`config.mk`:
```
export PLATFORM = sky130hd
export DESIGN_NAME = period_timer
export DESIGN_NICKNAME = d
export VERILOG_FILES = /design/src/rtl/timer_two_pkg.sv /design/src/rtl/input_divider_if.sv /design/src/rtl/input_divider.sv /design/src/rtl/period_timer.sv
export SDC_FILE = /design/constraint.sdc
export NUM_CORES = 1
export LEC_CHECK = 0
export BUFFER_PORTS_ARGS = -buffer_cell sky130_fd_sc_hd__buf_2
export CAP_MARGIN = 20
export CELL_PAD_IN_SITES_DETAIL_PLACEMENT = 0
export CELL_PAD_IN_SITES_GLOBAL_PLACEMENT = 1
export CORE_MARGIN = 2
export CORE_UTILIZATION = 38
export DETAILED_ROUTE_END_ITERATION = 12
export GPL_TIMING_DRIVEN = 0
export PLACE_DENSITY_LB_ADDON = 0.1
export SLEW_MARGIN = 20
export SYNTH_ARGS = -nofsm -noshare
export SYNTH_HDL_FRONTEND = slang
export SYNTH_SLANG_ARGS = --single-unit
```
`constraint.sdc`:
```
create_clock -name pclk -period 2.8 [get_ports pclk]
set_input_delay 0.42 -clock pclk [delete_from_list [all_inputs] [get_ports pclk]]
set_output_delay 0.42 -clock pclk [all_outputs]
set_load 0.005 [all_outputs]
```
`src/rtl/timer_two_pkg.sv`:
```
// package: register map, field layout and reset values of the period timer
package timer_two_pkg;

  // ==========================================================================
  // register indices as printed; byte address on the bus is four times these
  localparam logic [9:0] IDX_PERIPHERAL_FLAGS = 10'h00c;
  localparam logic [9:0] IDX_TIMER_TWO_COUNT = 10'h011;
  localparam logic [9:0] IDX_TIMER_TWO_CONTROL = 10'h012;
  localparam logic [9:0] IDX_PERIPHERAL_IRQ_ENABLES = 10'h08c;
  localparam logic [9:0] IDX_PERIOD_LIMIT = 10'h092;

  // ==========================================================================
  // bus geometry
  localparam int ADDR_WIDTH = 12;
  localparam int DATA_WIDTH = 32;
  localparam int REG_WIDTH = 8;
  localparam int WORD_SHIFT = 2;

  // ==========================================================================
  // reset values
  localparam logic [7:0] RESET_COUNT = 8'h00;
  localparam logic [7:0] RESET_PERIOD = 8'hff;
  localparam logic [6:0] RESET_CONTROL = 7'h00;
  localparam logic [3:0] RESET_POSTSCALE = 4'h0;

  // ==========================================================================
  // control register fields
  localparam int CTRL_INPUT_DIV_LSB = 0;
  localparam int CTRL_RUN_BIT = 2;
  localparam int CTRL_OUTPUT_DIV_LSB = 3;
  localparam int CTRL_IMPL_WIDTH = 7;

  // flag and enable bit inside the shared flag/enable registers
  localparam int MATCH_BIT = 1;

  // ==========================================================================
  // input divider select codes and the terminal count of each
  localparam logic [1:0] INPUT_DIV_BY_1 = 2'h0;
  localparam logic [1:0] INPUT_DIV_BY_4 = 2'h1;
  localparam logic [3:0] TERMINAL_DIV_1 = 4'h0;
  localparam logic [3:0] TERMINAL_DIV_4 = 4'h3;
  localparam logic [3:0] TERMINAL_DIV_16 = 4'hf;

endpackage

```
`src/rtl/input_divider_if.sv`:
```
// interface: link between the timer core and its input divider
`timescale 1ns/1ns
interface input_divider_if;
  logic [1:0] select;
  logic run;
  logic clear;
  logic tick;

  modport core (output select, output run, output clear, input tick);
  modport divider (input select, input run, input clear, output tick);
endinterface

```
`src/rtl/input_divider.sv`:
```
// module: instruction clock prescaler giving divide by 1, 4 or 16
`timescale 1ns/1ns
module input_divider #(
  parameter int DIV_WIDTH = 4
) (
  input wire logic pclk,
  input wire logic presetn,
  input_divider_if.divider link
);
  import timer_two_pkg::*;

  typedef struct packed {
    logic [DIV_WIDTH-1:0] cnt;
  } divider_state_type;

  divider_state_type state_q;
  divider_state_type state_d;
  logic [DIV_WIDTH-1:0] terminal;

  // the counter must reach 15 for the divide by sixteen setting
  if (DIV_WIDTH < 4) begin : g_width_check
    $error("input_divider: DIV_WIDTH must be at least 4");
  end

  // terminal count per select code; either code with the upper bit set is /16
  always_comb begin
    unique case (link.select)
      INPUT_DIV_BY_1: terminal = DIV_WIDTH'(TERMINAL_DIV_1);
      INPUT_DIV_BY_4: terminal = DIV_WIDTH'(TERMINAL_DIV_4);
      default: terminal = DIV_WIDTH'(TERMINAL_DIV_16);
    endcase
  end

  // tick is the last cycle of each division window, only while running
  assign link.tick = link.run && (state_q.cnt == terminal);

  // count while running; a clear restarts the window
  always_comb begin
    state_d = state_q;
    if (link.clear) begin
      state_d.cnt = '0;
    end else if (link.run) begin
      if (state_q.cnt == terminal) begin
        state_d.cnt = '0;
      end else begin
        state_d.cnt = state_q.cnt + 1'b1;
      end
    end
  end

  always_ff @(posedge pclk or negedge presetn) begin
    if (!presetn) begin
      state_q <= '0;
    end else begin
      state_q <= state_d;
    end
  end
endmodule

```
`src/rtl/period_timer.sv`:
```
// module: 8-bit period timer with prescaler, postscaler and apb registers
//
// Notes on behaviour
// - An 8-bit count register is readable and writable and clears to zero on any reset.
// - The count input is pclk divided by 1 (select 00), 4 (01) or 16 (upper bit set).
// - The count rises from zero to the period value, then returns to zero on the next tick.
// - The period register is readable and writable and resets to all ones.
// - Matches pass a 4-bit postscaler whose terminal count sets the match flag (flags bit 1).
// - The postscaler gives one flag per select-plus-one matches, 1 to 16.
// - The counter advances only while the run bit (control bit 2) is one.
// - Writes to count or control, and any reset, clear both scaler counters.
// - A control write leaves the count value unchanged.
// - The match pulse ahead of the postscaler goes out for the serial port shift clock.
// - The count and match are also exported as the pwm time base.
// - Control bit 7 is not implemented, reads as zero and ignores writes.
`timescale 1ns/1ns
module period_timer (
  input wire logic pclk,
  input wire logic presetn,
  input wire logic psel,
  input wire logic penable,
  input wire logic pwrite,
  input wire logic [timer_two_pkg::ADDR_WIDTH-1:0] paddr,
  input wire logic [timer_two_pkg::DATA_WIDTH-1:0] pwdata,
  output logic [timer_two_pkg::DATA_WIDTH-1:0] prdata,
  output logic pready,
  output logic pslverr,
  output logic period_match,
  output logic [timer_two_pkg::REG_WIDTH-1:0] time_base,
  output logic match_irq
);
  import timer_two_pkg::*;

  // ==========================================================================
  // state
  typedef struct packed {
    logic [REG_WIDTH-1:0] count;
    logic [CTRL_IMPL_WIDTH-1:0] control;
    logic [REG_WIDTH-1:0] period;
    logic [3:0] post;
    logic match_flag;
    logic match_irq_enable;
    logic match;
    logic irq;
    logic ready;
    logic err;
    logic [DATA_WIDTH-1:0] rdata;
  } timer_state_type;

  localparam timer_state_type RESET_STATE = '{
    count: RESET_COUNT,
    control: RESET_CONTROL,
    period: RESET_PERIOD,
    post: RESET_POSTSCALE,
    match_flag: 1'b0,
    match_irq_enable: 1'b0,
    match: 1'b0,
    irq: 1'b0,
    ready: 1'b0,
    err: 1'b0,
    rdata: '0
  };

  timer_state_type state_q;
  timer_state_type state_d;

  // byte addresses of the five registers
  localparam logic [ADDR_WIDTH-1:0] ADDR_FLAGS =
    ADDR_WIDTH'({IDX_PERIPHERAL_FLAGS, 2'b00});
  localparam logic [ADDR_WIDTH-1:0] ADDR_COUNT =
    ADDR_WIDTH'({IDX_TIMER_TWO_COUNT, 2'b00});
  localparam logic [ADDR_WIDTH-1:0] ADDR_CONTROL =
    ADDR_WIDTH'({IDX_TIMER_TWO_CONTROL, 2'b00});
  localparam logic [ADDR_WIDTH-1:0] ADDR_ENABLES =
    ADDR_WIDTH'({IDX_PERIPHERAL_IRQ_ENABLES, 2'b00});
  localparam logic [ADDR_WIDTH-1:0] ADDR_PERIOD =
    ADDR_WIDTH'({IDX_PERIOD_LIMIT, 2'b00});

  // ==========================================================================
  // bus decode
  logic setup_phase;
  logic write_taken;
  logic hit_flags;
  logic hit_count;
  logic hit_control;
  logic hit_enables;
  logic hit_period;
  logic hit_any;
  logic [REG_WIDTH-1:0] wbyte;

  // access completes on the single cycle after setup, so pready is a flop
  assign setup_phase = psel && !penable;
  assign write_taken = psel && penable && state_q.ready && pwrite;
  assign hit_flags = (paddr == ADDR_FLAGS);
  assign hit_count = (paddr == ADDR_COUNT);
  assign hit_control = (paddr == ADDR_CONTROL);
  assign hit_enables = (paddr == ADDR_ENABLES);
  assign hit_period = (paddr == ADDR_PERIOD);
  assign hit_any = hit_flags || hit_count || hit_control || hit_enables || hit_period;
  assign wbyte = pwdata[REG_WIDTH-1:0];

  // ==========================================================================
  // divider link
  input_divider_if div_link ();

  // a write to count or control restarts the prescaler window
  assign div_link.select = state_q.control[CTRL_INPUT_DIV_LSB +: 2];
  assign div_link.run = state_q.control[CTRL_RUN_BIT];
  assign div_link.clear = write_taken && hit_any && (hit_count || hit_control);

  input_divider #(
    .DIV_WIDTH(4)
  ) u_input_divider (
    .pclk(pclk),
    .presetn(presetn),
    .link(div_link)
  );

  // ==========================================================================
  // next state
  logic at_period;
  logic post_done;

  assign at_period = (state_q.count == state_q.period);
  assign post_done = (state_q.post == state_q.control[CTRL_OUTPUT_DIV_LSB +: 4]);

  always_comb begin
    state_d = state_q;
    state_d.match = 1'b0;

    // bus answer: read data is sampled in the setup cycle, answer in the next
    state_d.ready = setup_phase;
    state_d.err = setup_phase && !hit_any;
    state_d.rdata = '0;
    if (setup_phase && !pwrite) begin
      if (hit_flags) begin
        state_d.rdata[MATCH_BIT] = state_q.match_flag;
      end else if (hit_count) begin
        state_d.rdata[REG_WIDTH-1:0] = state_q.count;
      end else if (hit_control) begin
        state_d.rdata[CTRL_IMPL_WIDTH-1:0] = state_q.control;
      end else if (hit_enables) begin
        state_d.rdata[MATCH_BIT] = state_q.match_irq_enable;
      end else if (hit_period) begin
        state_d.rdata[REG_WIDTH-1:0] = state_q.period;
      end
    end

    // counting on each prescaler tick while running
    if (div_link.tick) begin
      if (at_period) begin
        state_d.count = '0;
        state_d.match = 1'b1;
        if (post_done) begin
          state_d.post = '0;
        end else begin
          state_d.post = state_q.post + 1'b1;
        end
      end else begin
        state_d.count = state_q.count + 1'b1;
      end
    end

    // software writes; the top control bit is simply not stored
    if (write_taken) begin
      if (hit_count) begin
        state_d.count = wbyte;
        state_d.post = '0;
      end
      if (hit_control) begin
        state_d.control = wbyte[CTRL_IMPL_WIDTH-1:0];
        state_d.post = '0;
      end
      if (hit_period) begin
        state_d.period = wbyte;
      end
      if (hit_enables) begin
        state_d.match_irq_enable = wbyte[MATCH_BIT];
      end
      if (hit_flags) begin
        state_d.match_flag = wbyte[MATCH_BIT];
      end
    end

    // a postscaler completion in the same cycle as a clear still sets the flag
    if (div_link.tick && at_period && post_done) begin
      state_d.match_flag = 1'b1;
    end

    // irq follows the flag and enable as they will be after this edge
    state_d.irq = state_d.match_flag && state_d.match_irq_enable;
  end

  // ==========================================================================
  // registers; async reset loads constants only
  always_ff @(posedge pclk or negedge presetn) begin
    if (!presetn) begin
      state_q <= RESET_STATE;
    end else begin
      state_q <= state_d;
    end
  end

  // ==========================================================================
  // outputs straight from flops
  assign prdata = state_q.rdata;
  assign pready = state_q.ready;
  assign pslverr = state_q.err;
  assign period_match = state_q.match;
  assign time_base = state_q.count;
  assign match_irq = state_q.irq;
endmodule

```
==> run_results.csv <==
group,metric,value,unit
clocking,clkLatencyLatePin,0.30,ns
yosys,async_flop_share,100.0,%
worst_setup_path,crit_path_end_kind,"register",
worst_setup_path,cpMaxStageDelayCell,"nor4_1",
detailed_routing,via_per_inst,4.796,
detailed_routing,postRouteAntennaNets,0,
clocking,clk_pin_slew,0.09,ns
clocking,cts.sinks,45,
detailed_routing,wl_per_cell,13.71,um
cells_and_area,final_cell_mix,"buf_2, buf_4, dfrtp_1, nor2_1, conb_1",
floorplanning,core,7214,um^2
global_routing,antenna_found_initial,0,
clocking,cts_buffers,5,
worst_setup_path,crit_fanout,10,
global_routing,use_met2,24.81,%
worst_setup_path,criticalPathCategory,"in -> reg",
timing,rsz0062_at_grt,"no",
outcome,status,"completed",
worst_setup_path,rrSetupSlack,0.50,ns
floorplanning,num_io_pins,93,
clocking,clockRootBuffer,"clkbuf_8",
worst_setup_path,critPathMaxStageDelay,0.62,ns
worst_setup_path,timing.rr.start,"time_base[5]",
timing,hold_viol,0,
global_routing,gr-max-usage-layer,"met2",
detailed_routing,firstDrtPassIters,5,
cells_and_area,drive_gt1_share,38.66,%
clocking,tritoncts,"yes",
cells_and_area,fill_cells,726,
floorplanning,die_y,90.04,um
floorplanning,row_count,31,
cells_and_area,n_antenna_cell,0,
worst_setup_path,reg2regPathDepth,6,
floorplanning,start_util,38.99,%
cells_and_area,multi_input_area,1405,um^2
power_and_ir_drop,p_per_area,342.4,nW/um^2
detailed_routing,drc_errors,0,
yosys,synth_edf_count,0,
worst_setup_path,crit_family,"simple AND/OR/NAND/NOR gates",
floorplanning,fp.dieW,90.04,um
yosys,syn_avg_cell_area,9.974,um^2
global_routing,grt_pass1_wl,10.43,mm
timing,setup_viol,0,
worst_setup_path,r2r-end,"state_q[39]",
yosys,netlist_area,2813,um^2
cells_and_area,final_common_cell,"buf_2",
worst_setup_path,critical_path.endpoint,"state_q[40]",
cells_and_area,seq_area,1136,um^2
timing,relSlewSlack,37.88,%
timing,slew_viol_final,0,
timing,layout_setup_ws,0.4424,ns
yosys,synth-seq-cells,45,
global_routing,gr-total-overflow,0,
job,maxCapViolCount,0,
global_routing,grt_max_degree,46,
clocking,htreeDepth,2,
floorplanning,die_area,8106,um^2
clocking,cts_resized,0,
place,gp_routability_congestion,0.8149,
timing,skew,0.009708,ns
worst_setup_path,path_depth,6,
global_routing,grt.met1_usage,22.42,%
worst_setup_path,crit_chain,"buf_2, or4b_1, nor4_1, a21boi_2, or4_1, o21ai_0",
timing,period_minus_slack,2.358,ns
power_and_ir_drop,p_leak,0.001562,uW
clocking,cts-hold-fix-buffers,0,
yosys,synth_warnings,0,
yosys,ys.flop_type,"dfrtp_1",
power_and_ir_drop,vdd_drop_max,0.1396,mV
place,post-dp-hpwl,4.605,mm
worst_setup_path,path_buf_inv,1,
yosys,netlist_instances,282,
place,port_buffers,44,
yosys,yosys.area.top_type,"dfrtp_1",
place,dp_slack,0.08277,ns
global_routing,grt_use_total,15.89,%
clocking,cts_buffer_depth,2,
yosys,synth_top_cell_area_share,32.92,%
detailed_routing,drt-initial-drc-count,92,
timing,worst_slew_pin_slew,0.9234,ns
cells_and_area,nNetsFinal,408,
global_routing,gr-usage-met3,3.018,%
yosys,yosysSeqAreaShare,40.39,%
worst_setup_path,critical_path.startpoint_type,"input port",
timing,setup_tns,0,ns
worst_setup_path,required,2.98,ns
clocking,cts_setup_buffers,0,
worst_setup_path,critPathArrivalTime,2.54,ns
worst_setup_path,crit_start,"paddr[5]",
cells_and_area,syn_to_final_growth,18.37,%
yosys,synth.area.top_cells,"dfrtp_1, buf_4, mux2_2, dfstp_2, xor2_1",
detailed_routing,routed_wl,6.251,mm
timing,max_freq,424.2,MHz
timing,period_share,84.20,%
detailed_routing,num_vias,2187,
global_routing,grt_pass1_vias,2068,
yosys,ys_types,54,
hold_path,min_path_type,"in -> async",
==> Yosys cell counts, types with 2 or more instances <==
| cell type | instances |
|---|---|
| nand3_1 | 6 |
| nor3_1 | 4 |
| inv_1 | 4 |
| nor2_1 | 25 |
| or4_1 | 3 |
| buf_4 | 40 |
| o31ai_1 | 2 |
| nor4_2 | 2 |
| xor2_1 | 14 |
| dfrtp_1 | 37 |
| nand2b_1 | 5 |
| dfstp_2 | 8 |
| o211ai_1 | 3 |
| a21oi_1 | 13 |
| mux2i_1 | 4 |
| mux2_2 | 22 |
| ha_1 | 3 |
| a22oi_1 | 6 |
| and3_1 | 3 |
| nand2_1 | 14 |
| nand4_1 | 6 |
| clkbuf_1 | 3 |
| nor4_1 | 5 |
| o21ai_0 | 10 |
| or2_2 | 2 |
| buf_2 | 3 |
| nand4b_1 | 2 |
| or3_1 | 5 |
| a31oi_1 | 3 |
==> flip-flops by register name, summed over array words and instances, names as in the netlist, 2 cells and up <==
signal                   cells
div_link.select              2
prdata                       8
state_q                     18
time_base                    8
u_input_divider.state_q      4
==> layout make-up <==
| type | instances | area share, % |
|---|---|---|
| Clock inverter | 1 | 0.2255 |
| Tap cell | 99 | 3.720 |
| Sequential cell | 45 | 34.12 |
| Multi-Input combinational cell | 208 | 42.20 |
| Inverter | 4 | 0.4510 |
| Clock buffer | 7 | 2.292 |
| Timing Repair Buffer | 44 | 6.689 |
| Buffer | 48 | 10.30 |
==> metal layers <==
metal	vias up	wire, um	share of wire, %
li1	1098	-	-
met1	1025	3067	49
met2	53	2841	45
met3	11	227	3.6
met4	0	114	1.8
met5	-	0	0
==> cell families (layout without fill, tap and decap cells) <==
kind of cell    Yosys count  after routing  share of synthesized area (%)
simple gates             92             92                          18.91
buf+inv                  52            104                          12.72
compound gates           49             49                          11.92
flops                    45             45                          40.39
mux                      26             26                          10.23
xor+xnor                 14             14                          4.360
fa+ha+maj                 3              3                          1.335
other cells               1             24                         0.1333
==> worst register-to-register path, cell delays in order (launching register included) <==
cell       delay (ns)
dfrtp_1          0.49
xor2_1           0.19
nor4_2           0.61
o2111ai_2        0.25
buf_6            0.20
or3b_1           0.35
a21oi_1          0.14
==> worst min-delay path by stage <==
| stage | endpoint | slack, ns | cells past startpoint |
|---|---|---|---|
| after global placement | state_q[56] | 0.55 | 1 |
| after detailed placement | state_q[36] | 0.55 | 1 |
| after floorplan | div_link.run | 0.12 | 0 |
| after global routing | prdata[7] | 0.17 | 1 |
| final | prdata[1] | 0.12 | 1 |
| after CTS | prdata[1] | 0.30 | 2 |
==> stage by stage <==
step	util [%]	hold WS [ns]	cells	total power (uW)	area (um^2)
6_report	46.15	0.1186	456	1140	3329
5_1_grt	46.15	0.1672	456	1197	3329
4_1_cts	46.12	0.2983	456	1159	3327
3_5_place_dp	44.95	0.5543	448	758.1	3243
3_3_place_gp	44.95	0.5466	448	757.0	3243
2_1_floorplan	-	0.1244	305	715.1	2899
==> where the power goes <==
group	internal [uW]	switching [uW]
clock network	177	218
logic	42.3	49.0
registers	652	1.60
total	871	269
Note: power is estimated with default switching activity, not from simulation.
